--- config.mk ---
export PLATFORM = sky130hd
export DESIGN_NAME = peis_top
export DESIGN_NICKNAME = d
export VERILOG_FILES = /design/src/hdl/peis_pkg.sv /design/src/hdl/peis_reg_if.sv /design/src/hdl/peis_sat_counter.sv /design/src/hdl/peis_ahb_slave.sv /design/src/hdl/peis_top.sv
export SDC_FILE = /design/constraint.sdc
export NUM_CORES = 1
export LEC_CHECK = 0
export ABC_AREA = 1
export BUFFER_PORTS_ARGS = -buffer_cell sky130_fd_sc_hd__buf_2
export CAP_MARGIN = 0
export CORE_MARGIN = 2
export CORE_UTILIZATION = 53
export DETAILED_ROUTE_END_ITERATION = 6
export GPL_ROUTABILITY_DRIVEN = 0
export HOLD_SLACK_MARGIN = 0.02
export PLACE_DENSITY = 0.81
export SLEW_MARGIN = 20
export SYNTH_ARGS = -nofsm -noshare
export SYNTH_HDL_FRONTEND = slang
export SYNTH_HIERARCHICAL = 1
export SYNTH_SLANG_ARGS = --single-unit
export TNS_END_PERCENT = 10
--- constraint.sdc ---
create_clock -name ref_clk -period 2.1 [get_ports ref_clk]
set_input_delay 0 -clock ref_clk [delete_from_list [all_inputs] [get_ports ref_clk]]
set_output_delay 0 -clock ref_clk [all_outputs]
set_load 0.1 [all_outputs]
--- src/hdl/peis_pkg.sv ---
// shared constants and types of the event interrupt block
package peis_pkg;
  // register indices; byte address is four times the index
  localparam logic [7:0] REG_CTRL_IDX = 8'h11;
  localparam logic [7:0] REG_ISR1_IDX = 8'h12;
  localparam logic [7:0] REG_FCC_IDX = 8'h14;
  localparam logic [7:0] REG_REC_IDX = 8'h15;
  // control register fields
  localparam int CTRL_INT_EN_BIT = 1;
  localparam int CTRL_INT_OE_BIT = 0;
  // status register layout: flags 13:8, enables 5:0
  localparam int ISR_FLAG_LSB = 8;
  localparam int ISR_EN_LSB = 0;
  localparam int NUM_EV = 6;
  localparam logic [NUM_EV-1:0] EV_EN_RESET = 6'h00;
  localparam logic [NUM_EV-1:0] FLAG_RESET = 6'h00;
  // counters
  localparam int FC_W = 8;
  localparam logic [7:0] FC_HALF = 8'h7F;
  localparam logic [7:0] FC_MAX = 8'hFF;
  localparam int RE_W = 16;
  localparam logic [15:0] RE_HALF = 16'h7FFF;
  localparam logic [15:0] RE_MAX = 16'hFFFF;

  typedef enum logic [1:0] {
    PEIS_IDLE = 2'b00,
    PEIS_ACCESS = 2'b01,
    PEIS_DONE = 2'b11
  } peis_bus_e;

  typedef struct packed {
    peis_bus_e state;
    logic write;
    logic sel;
    logic [7:0] idx;
    logic [31:0] hrdata;
    logic hreadyout;
    logic hresp;
  } peis_bus_s;

  typedef struct packed {
    logic int_en;
    logic int_oe;
    logic [NUM_EV-1:0] ev_en;
    logic [NUM_EV-1:0] flag;
    logic pin_out;
    logic pin_oe_n;
    logic powerdown;
  } peis_top_s;
endpackage

--- src/hdl/peis_reg_if.sv ---
// register access strobes between the bus slave and the core
`timescale 1ns/1ns
interface peis_reg_if;
  logic wr;
  logic rd;
  logic sel;
  logic [7:0] idx;
  logic [15:0] wdata;
  logic [15:0] rdata;
  modport slave (output wr, output rd, output sel, output idx, output wdata, input rdata);
  modport core (input wr, input rd, input sel, input idx, input wdata, output rdata);
endinterface

--- src/hdl/peis_sat_counter.sv ---
// saturating event counter with clear on read and half-full crossing pulse
`timescale 1ns/1ns
module peis_sat_counter #(
  parameter int unsigned W = 8,
  parameter logic [W-1:0] HALF = 8'h7F,
  parameter logic [W-1:0] MAX = 8'hFF
) (
  // clock and reset
  input wire logic ref_clk,
  input wire logic sys_rst,
  // count control
  input wire logic inc,
  input wire logic clr,
  // state
  output logic [W-1:0] count,
  output logic half_evt
);
  typedef struct packed {
    logic [W-1:0] count;
    logic half_evt;
  } peis_cnt_s;
  localparam logic [W-1:0] ONE = {{(W-1){1'b0}}, 1'b1};
  localparam logic [W-1:0] ZERO = '0;

  peis_cnt_s s;
  peis_cnt_s next_s;

  always_comb begin
    next_s = s;
    next_s.half_evt = 1'b0;
    if (clr) begin
      // an event during the clearing read still counts
      next_s.count = inc ? ONE : ZERO;
    end else if (inc && s.count != MAX) begin
      next_s.count = s.count + ONE;
      next_s.half_evt = (s.count == HALF);
    end
  end

  always_ff @(posedge ref_clk) begin
    if (sys_rst) begin
      s <= '0;
    end else begin
      s <= next_s;
    end
  end

  assign count = s.count;
  assign half_evt = s.half_evt;
endmodule // peis_sat_counter

--- src/hdl/peis_ahb_slave.sv ---
// AHB-Lite slave turning transfers into register strobes
`timescale 1ns/1ns
module peis_ahb_slave import peis_pkg::*; (
  // clock and reset
  input wire logic ref_clk,
  input wire logic sys_rst,
  // AHB-Lite
  input wire logic hsel,
  input wire logic [31:0] haddr,
  input wire logic [1:0] htrans,
  input wire logic hwrite,
  input wire logic [2:0] hsize,
  input wire logic [31:0] hwdata,
  input wire logic hready,
  output logic hreadyout,
  output logic [31:0] hrdata,
  output logic hresp,
  // register side
  peis_reg_if.slave bus
);
  peis_bus_s s;
  peis_bus_s next_s;
  logic take;

  // hsize is not decoded: only whole-word transfers are issued
  assign take = hsel && hready && htrans[1];

  always_comb begin
    next_s = s;
    next_s.hresp = 1'b0;
    case (s.state)
      PEIS_IDLE, PEIS_DONE: begin
        next_s.hreadyout = 1'b1;
        next_s.state = PEIS_IDLE;
        if (take) begin
          next_s.state = PEIS_ACCESS;
          next_s.write = hwrite;
          next_s.sel = (haddr[31:10] == 22'h000000) && (haddr[1:0] == 2'h0);
          next_s.idx = haddr[9:2];
          next_s.hreadyout = 1'b0;
        end
      end
      PEIS_ACCESS: begin
        // one wait state keeps write data and read-clear in the same cycle
        next_s.state = PEIS_DONE;
        next_s.hreadyout = 1'b1;
        if (!s.write) begin
          next_s.hrdata = {16'h0000, bus.rdata};
        end
      end
      default: begin
        next_s.state = PEIS_IDLE;
        next_s.hreadyout = 1'b1;
      end
    endcase
  end

  always_ff @(posedge ref_clk) begin
    if (sys_rst) begin
      s <= '{state: PEIS_IDLE, write: 1'b0, sel: 1'b0, idx: 8'h00,
             hrdata: 32'h00000000, hreadyout: 1'b1, hresp: 1'b0};
    end else begin
      s <= next_s;
    end
  end

  assign bus.wr = (s.state == PEIS_ACCESS) && s.write;
  assign bus.rd = (s.state == PEIS_ACCESS) && !s.write;
  assign bus.sel = s.sel;
  assign bus.idx = s.idx;
  assign bus.wdata = hwdata[15:0];
  assign hreadyout = s.hreadyout;
  assign hrdata = s.hrdata;
  assign hresp = s.hresp;
endmodule // peis_ahb_slave

--- src/hdl/peis_top.sv ---
// event interrupt status logic with control, status and counter registers
// Operation
// control bit 1 globally allows event interrupts and resets to 0.
// control bit 0 makes the shared pin an interrupt output when 1, a power-down input when 0.
// as an output the shared pin shows a pending interrupt by going low.
// an interrupt needs the global enable, the output enable and the event's own enable.
// a status flag is 1 when its event happened since the last status read.
// an event whose enable is set raises the interrupt.
// flags latch events whatever the enables say.
// flag bit 13 records a link change, cleared on read, enabled by bit 5.
// flag bit 12 records a speed change, cleared on read, enabled by bit 4.
// flag bit 11 records a duplex change, cleared on read, enabled by bit 3.
// flag bit 10 records auto-negotiation completion, cleared on read, enabled by bit 2.
// flag bit 9 records the false-carrier counter passing half, enabled by bit 1.
// flag bit 8 records the receive-error counter passing half, enabled by bit 0.
// status bits 15:14 and 7:6 ignore writes and read as zero.
// the 8-bit false-carrier counter saturates, signals passing 7Fh, clears on read.
// the 16-bit receive-error counter saturates, signals passing 7FFFh, clears on read.
// the pin stays asserted while an enabled flag is pending and idles once none is.
`timescale 1ns/1ns
module peis_top import peis_pkg::*; (
  // clock and reset
  input wire logic ref_clk,
  input wire logic sys_rst,
  // AHB-Lite register bus
  input wire logic hsel,
  input wire logic [31:0] haddr,
  input wire logic [1:0] htrans,
  input wire logic hwrite,
  input wire logic [2:0] hsize,
  input wire logic [31:0] hwdata,
  input wire logic hready,
  output logic hreadyout,
  output logic [31:0] hrdata,
  output logic hresp,
  // phy events, one-cycle pulses
  input wire logic link_change,
  input wire logic speed_change,
  input wire logic duplex_change,
  input wire logic an_complete,
  input wire logic false_carrier_event,
  input wire logic rx_error_event,
  // shared interrupt / power-down pin
  input wire logic irq_or_powerdown_pin_in,
  output logic irq_or_powerdown_pin_out,
  output logic irq_or_powerdown_pin_oe_n,
  output logic powerdown
);
  peis_reg_if rif ();

  peis_top_s s;
  peis_top_s next_s;
  logic [FC_W-1:0] fc_count;
  logic [RE_W-1:0] re_count;
  logic fc_half;
  logic re_half;
  logic fc_clr;
  logic re_clr;
  logic isr_rd;
  logic isr_wr;
  logic ctrl_wr;
  logic [NUM_EV-1:0] ev;
  logic irq_now;
  logic [15:0] rdata;
  logic [NUM_EV-1:0] flag_next;

  peis_ahb_slave u_bus (
    .ref_clk(ref_clk),
    .sys_rst(sys_rst),
    .hsel(hsel),
    .haddr(haddr),
    .htrans(htrans),
    .hwrite(hwrite),
    .hsize(hsize),
    .hwdata(hwdata),
    .hready(hready),
    .hreadyout(hreadyout),
    .hrdata(hrdata),
    .hresp(hresp),
    .bus(rif.slave)
  );

  assign fc_clr = rif.rd && rif.sel && rif.idx == REG_FCC_IDX;
  assign re_clr = rif.rd && rif.sel && rif.idx == REG_REC_IDX;
  assign isr_rd = rif.rd && rif.sel && rif.idx == REG_ISR1_IDX;
  assign isr_wr = rif.wr && rif.sel && rif.idx == REG_ISR1_IDX;
  assign ctrl_wr = rif.wr && rif.sel && rif.idx == REG_CTRL_IDX;

  peis_sat_counter #(
    .W(FC_W),
    .HALF(FC_HALF),
    .MAX(FC_MAX)
  ) u_fc (
    .ref_clk(ref_clk),
    .sys_rst(sys_rst),
    .inc(false_carrier_event),
    .clr(fc_clr),
    .count(fc_count),
    .half_evt(fc_half)
  );

  peis_sat_counter #(
    .W(RE_W),
    .HALF(RE_HALF),
    .MAX(RE_MAX)
  ) u_re (
    .ref_clk(ref_clk),
    .sys_rst(sys_rst),
    .inc(rx_error_event),
    .clr(re_clr),
    .count(re_count),
    .half_evt(re_half)
  );

  // order matches flag bits 13 down to 8
  assign ev = {link_change, speed_change, duplex_change, an_complete, fc_half, re_half};

  // read view; unmapped words and reserved bits read as zero
  always_comb begin
    rdata = 16'h0000;
    if (rif.sel) begin
      case (rif.idx)
        REG_CTRL_IDX: begin
          rdata[CTRL_INT_EN_BIT] = s.int_en;
          rdata[CTRL_INT_OE_BIT] = s.int_oe;
        end
        REG_ISR1_IDX: begin
          rdata[ISR_FLAG_LSB +: NUM_EV] = s.flag;
          rdata[ISR_EN_LSB +: NUM_EV] = s.ev_en;
        end
        REG_FCC_IDX: rdata = {8'h00, fc_count};
        REG_REC_IDX: rdata = re_count;
        default: rdata = 16'h0000;
      endcase
    end
  end
  assign rif.rdata = rdata;

  // one flag per event; a new event beats the clearing read so it is never lost
  for (genvar i = 0; i < NUM_EV; i++) begin : g_flag
    assign flag_next[i] = ev[i] || (s.flag[i] && !isr_rd);
  end

  assign irq_now = s.int_en && s.int_oe && |(s.flag & s.ev_en);

  always_comb begin
    next_s = s;
    if (ctrl_wr) begin
      next_s.int_en = rif.wdata[CTRL_INT_EN_BIT];
      next_s.int_oe = rif.wdata[CTRL_INT_OE_BIT];
    end
    if (isr_wr) begin
      // flag and reserved bits are read-only
      next_s.ev_en = rif.wdata[ISR_EN_LSB +: NUM_EV];
    end
    next_s.flag = flag_next;
    next_s.pin_out = !irq_now;
    next_s.pin_oe_n = !s.int_oe;
    // pin is active low; only sampled while it is an input
    next_s.powerdown = !s.int_oe && !irq_or_powerdown_pin_in;
  end

  always_ff @(posedge ref_clk) begin
    if (sys_rst) begin
      s <= '{int_en: 1'b0, int_oe: 1'b0, ev_en: EV_EN_RESET, flag: FLAG_RESET,
             pin_out: 1'b1, pin_oe_n: 1'b1, powerdown: 1'b0};
    end else begin
      s <= next_s;
    end
  end

  assign irq_or_powerdown_pin_out = s.pin_out;
  assign irq_or_powerdown_pin_oe_n = s.pin_oe_n;
  assign powerdown = s.powerdown;

  // every event, gated or not, lands in its flag and stays until read
  for (genvar i = 0; i < NUM_EV; i++) begin : g_ev_chk

  end
endmodule // peis_top

==> run metrics, run 1 <==
drt wl/cell=12.6 um; # Post-CTS Setup Buffers=0; die area=8610 um^2; CP most frequent cell=nor2_1; period utilization=83.9%; worst skew pair latency=0.35 ns; Post-Syn Area=4180 um^2; Comb pwr share=16.5%; clock skew=0.00663 ns; drt initial violations=268; cell-internal power=2480 uW; Max VDD drop=0.000338 V; Initial Util=54.4%; Worst slew margin=60.2%; delay-heaviest family, CP=simple AND/OR/NAND/NOR gates; global-route wire length before repair=16.3 mm; crit path DAT=1.99 ns; Worst-Margin Slew=0.596 ns; port bufs=70; Die Ht=92.8 um; Die Wd=92.8 um; cts repair resizes=0; setup TNS=0 ns; final wirelength=9.64 mm; final setup vio count=0; area of the multi-input gates=2020 um^2; Worst EP required=2.33 ns; CTS Buf Count=9; Slew Viols, Final=0; grt total ovfl=0; sequential cell area=1440 um^2; Tightest Hold Check Type=input pin to flip-flop; clk sink count=72; Cell Chain, Critical Path=inv_2 > nand2_2 > nor2_8 > nand2_1 > nor2_1 > nor2_1 > nand2_1 > nor2_1; status=completed; fraction of layout cells with a size suffix above 1=21.1%; average size of a mapped cell=7.02 um^2; NetSw=984 uW; CP startpoint kind=flip-flop; Post-Syn Instances=595; fin util=61.7%; clk slew on worst S/H paths=0.07 ns; Final ANT Viol Nets=0; Leakage=0.00212 uW; critical path class=flip-flop to flip-flop; yosys warns=6; TritonCTS clock tree=done; min cycle time layout=1.76 ns; RSZ-0062 raised after global routing=no; crit-path max FO=24; Post-Layout Cell Count=762; CTS Buffer Depth=2; Flop pwr share=41.6%; hold buffer count at cts=22; Nets=742; Final WS setup=0.337 ns; final hold vios=0; vias in the first global route=3714; gr usage total=23.2%; CP bufs+invs=1; residual DRC count=0; H-tree depth=3; pre-CTS WS=0.390 ns; filler cell count=672; Core Rows=32; initial antenna violation count=0; R2R Setup Slk=0.34 ns; Area Growth Syn to Fin=13.5%; nature of the critical path endpoint=flip-flop; Max Cap Viol=0; Sw Share=28.4%; CTS root buffer=clkbuf_8; vias post-DR=3857; Cells after DPL=725; area of the core=7690 um^2; vias per std cell=5.06; n_diodes=0; largest net degree at the start of global routing=27; DP Wirelength=6.78 mm; pwr/cell area=730 nW/um^2; slowest CP cell=nor2_8; drt pass-1 iters=5; io pins=118; clock power share=41.9%; CP max stage delay=0.35 ns; Max Fclk=567 MHz
==> metrics by stage <==
stage	instance area (um^2)	total power (uW)	hold slack (ns)
after floorplan	4240	1980	0.0691
after global placement	4260	1990	0.162
after detailed placement	4260	2000	0.178
after CTS	4740	3470	0.0632
after global routing	4740	3570	0.0854
final	4740	3460	0.0730
==> tightest hold or removal path, cell delays in order <==
cell	delay, ns
buf_2	0.07
nor2_1	0.03
nand2_1	0.04
nor2_1	0.03
nand2_1	0.04
nor2_1	0.04
nor2_1	0.07
nor2_1	0.04
==> final timing paths <==
path / cells after the start / endpoint / start
max reg2reg: 8 / u_fc/count[3]$_SDFFE_PP0P_ / u_bus/bus.idx[5]$_SDFFE_PP0P_
min: 8 / u_bus/bus.sel$_SDFFE_PP0P_ / haddr[0]
max: 8 / u_fc/count[3]$_SDFFE_PP0P_ / u_bus/bus.idx[5]$_SDFFE_PP0P_
min reg2reg: 1 / irq_or_powerdown_pin_oe_n$_SDFF_PP1_ / s[15]$_SDFFE_PP0P_
==> sequential cells by signal (all words and copies together) (netlist names), 3 cells and up <==
register / cells
u_fc/count: 8
u_bus/bus.idx: 8
u_bus/hrdata: 16
u_re/count: 16
u_bus/s: 3
s: 14
==> final cells by class <==
class / instances / share of cell area (%)
clock buffers: 10 / 2.90
clock inverters: 5 / 2.72
inverters: 76 / 6.07
multi-input cells: 401 / 42.6
flip-flops and latches: 72 / 30.4
well taps: 102 / 2.69
repair buffers: 96 / 12.7
==> layer usage <==
| layer | vias up | part of all wire, % | GRT usage (%) |
|---|---|---|---|
| met3 | 21 | 5.2 | 3.34 |
| met4 | 0 | 2.2 | 10.8 |
| met5 | - | 0 | 0 |
| met1 | 1752 | 42 | 27.8 |
| met2 | 151 | 50 | 40.9 |
| li1 | 1933 | - | - |
==> power by group through the flow <==
stage	logic [uW]	registers, uW	clock network [uW]
after global routing	607	1440	1520
final	571	1440	1450
after detailed placement	532	1470	0
after global placement	522	1470	0
after floorplan	507	1470	0
after CTS	567	1440	1460
==> cells in the final DEF, fill, tap and decap left out, drive strengths merged, types with 17 or more instances in the layout <==
cell           n
a21oi         26
buf           74
conb          17
dfxtp         72
dlygate4sd3   22
inv           75
nand2         98
nand3         50
nor2         127
o21ai         46
Power figures use the tool's default switching activity.
==> run 2, diff against run 1 <==
--- a/config.mk
+++ b/config.mk
@@ -9,11 +9,11 @@
 export BUFFER_PORTS_ARGS = -buffer_cell sky130_fd_sc_hd__buf_2
 export CAP_MARGIN = 0
 export CORE_MARGIN = 2
-export CORE_UTILIZATION = 53
+export CORE_UTILIZATION = 48
 export DETAILED_ROUTE_END_ITERATION = 6
 export GPL_ROUTABILITY_DRIVEN = 0
 export HOLD_SLACK_MARGIN = 0.02
-export PLACE_DENSITY = 0.81
+export PLACE_DENSITY = 0.77
 export SLEW_MARGIN = 20
 export SYNTH_ARGS = -nofsm -noshare
 export SYNTH_HDL_FRONTEND = slang
==> constraint.sdc (replaced) <==
create_clock -name ref_clk -period 1.51 [get_ports ref_clk]
set_input_delay 0 -clock ref_clk [delete_from_list [all_inputs] [get_ports ref_clk]]
set_output_delay 0 -clock ref_clk [all_outputs]
set_load 0.1 [all_outputs]
==> run 2 against run 1 <==
Against the previous run: the flow now finishes with violations (negative setup slack); wire length up 8.6%; critical path type unchanged; critical endpoint is now u_re/count[10]$_SDFFE_PP0P_; global-route usage down 1.9 points; clock skew hardly changed; sequential power increased by 39%; utilization is 2.4 points lower; critical path depth grew 2; clock power grew 17%; hold slack lost 0.014 ns; total power is 32% higher; largest cell class unchanged.
==> run metrics, run 2 (same netlist as run 1, synthesis figures left out) <==
n_diodes=0; io pins=118; DP Wirelength=7.04 mm; CP startpoint kind=flip-flop; H-tree depth=3; Tightest Hold Check Type=input pin to flip-flop; Critical R2R Launch=u_re/count[8]$_SDFFE_PP0P_; TritonCTS clock tree=done; most frequent cells in the layout=nor2_1 (99), nand2_1 (83), buf_2 (70), inv_1 (66), dfxtp_1 (62); RSZ-0062 raised after global routing=yes; worst skew pair latency=0.34 ns; Worst EP required=1.75 ns; vias post-DR=4002; hold_sp=sys_rst; final wirelength=10.5 mm; Die Wd=97.3 um; Max Cap Viol=0; Worst slew margin=56.8%; Core Rows=34; Initial Util=48.6%; fraction of layout cells with a size suffix above 1=27.8%; pre-CTS WS=-0.0992 ns; fin util=59.3%; final hold vios=0; die area=9470 um^2; Reg-to-Reg End=u_re/count[10]$_SDFFE_PP0P_; port bufs=70; clk sink count=72; period utilization=106%; largest net degree at the start of global routing=27; Hold Path Stages=4; Worst-Margin Slew=0.647 ns; Leakage=0.00231 uW; initial antenna violation count=0; Cells after DPL=749; failing checks=negative setup slack; Die Ht=97.3 um; nature of the critical path endpoint=flip-flop; Final ANT Viol Nets=0; drt initial violations=281; residual DRC count=0; leading cell type in the layout, fill and taps excluded=nor2_1; grt total ovfl=0; vias in the first global route=3819; reg2reg path depth=10; crit-path max FO=9; critical path class=flip-flop to flip-flop; Slew Viols, Final=0; gr usage total=21.3%; status=finished with violations; CTS Buf Count=9; min cycle time layout=1.61 ns; clock skew=0.00631 ns; drt wl/cell=13.2 um; Post-Layout Cell Count=796; drt pass-1 iters=5; CTS root buffer=clkbuf_8; Final WS setup=-0.0973 ns; pwr/cell area=893 nW/um^2; crit path DAT=1.85 ns; global-route wire length before repair=16.8 mm; R2R Setup Slk=-0.1 ns; Nets=769; CTS Buffer Depth=2; Max Fclk=622 MHz; final setup vio count=8; clk slew on worst S/H paths=0.08 ns; Hold EP=u_fc/count[7]$_SDFFE_PP0P_; Area Growth Syn to Fin=22.0%; area of the core=8590 um^2; vias per std cell=5.03; Max VDD drop=0.000477 V
## run 2: report_power, final
| part | internal [uW] | total [uW] | switching, uW | leakage (uW) |
|---|---|---|---|---|
| Clock | 976 | 1690 | 710 | 0.000108 |
| Combinational | 229 | 866 | 637 | 0.00162 |
| Sequential | 1960 | 2000 | 41.2 | 0.000590 |
| Total | 3160 | 4550 | 1390 | 0.00231 |
## run 2: worst max-delay path: stages (launching register included)
cell,delay [ns]
dfxtp_2,0.39
nand2_1,0.09
inv_1,0.14
nand2_1,0.13
nor2_4,0.22
nand2_4,0.10
nand2_8,0.11
buf_6,0.14
o21ai_0,0.08
nand2_1,0.07
nor2_1,0.03
## run 2: worst max path at each step
| stage | start | end | depth (start not counted) |
|---|---|---|---|
| after floorplan | u_bus/s[45]$_SDFF_PP0_ | u_fc/count[6]$_SDFFE_PP0P_ | 10 |
| after global placement | u_bus/s[45]$_SDFF_PP0_ | u_fc/half_evt$_SDFF_PP0_ | 9 |
| after detailed placement | u_re/count[0]$_SDFFE_PP0P_ | u_re/count[8]$_SDFFE_PP0P_ | 8 |
| after CTS | u_bus/s[45]$_SDFF_PP0_ | u_fc/count[1]$_SDFFE_PP0P_ | 9 |
| after global routing | u_re/count[8]$_SDFFE_PP0P_ | u_re/count[10]$_SDFFE_PP0P_ | 10 |
| final | u_re/count[8]$_SDFFE_PP0P_ | u_re/count[10]$_SDFFE_PP0P_ | 10 |
## run 2: cell type report
cell class,count,area [um^2]
timing repair buffer,122,842
clock buffer,13,149
tap,108,135
multi-input combinational,402,2160
sequential,72,1450
inverter,76,288
clock inverter,3,65.1
fill,767,3500
## run 2: through the flow
| step | cell area (um^2) | hold slack [ns] | TNS, ns | power, uW |
|---|---|---|---|---|
| 2_1_floorplan | 4260 | 0.0691 | 0 | 2750 |
| 4_1_cts | 4880 | 0.0605 | -0.0176 | 4540 |
| 6_report | 5100 | 0.0588 | -0.354 | 4550 |
| 3_3_place_gp | 4430 | 0.166 | -0.0559 | 2800 |
| 3_5_place_dp | 4430 | 0.174 | -0.555 | 2810 |
| 5_1_grt | 5100 | 0.0646 | -1.55 | 4730 |
## run 2: repair_timing
action	in CTS	in global routing
hold buffers	23	0
hold endpoints to repair	27	0
setup endpoints to repair	16	51
buffers inserted	0	7
gates resized for setup	3	41
pin swaps	1	9
cloned	0	1
## run 2: layer usage
layer  global-route usage [%]  part of all wire [%]  up-vias
li1                         -                     -     1993
met1                     26.6                    42     1831
met2                     35.9                    50      146
met3                     5.32                   5.7       32
met4                     7.69                   2.5        0
met5                        0                     0        -
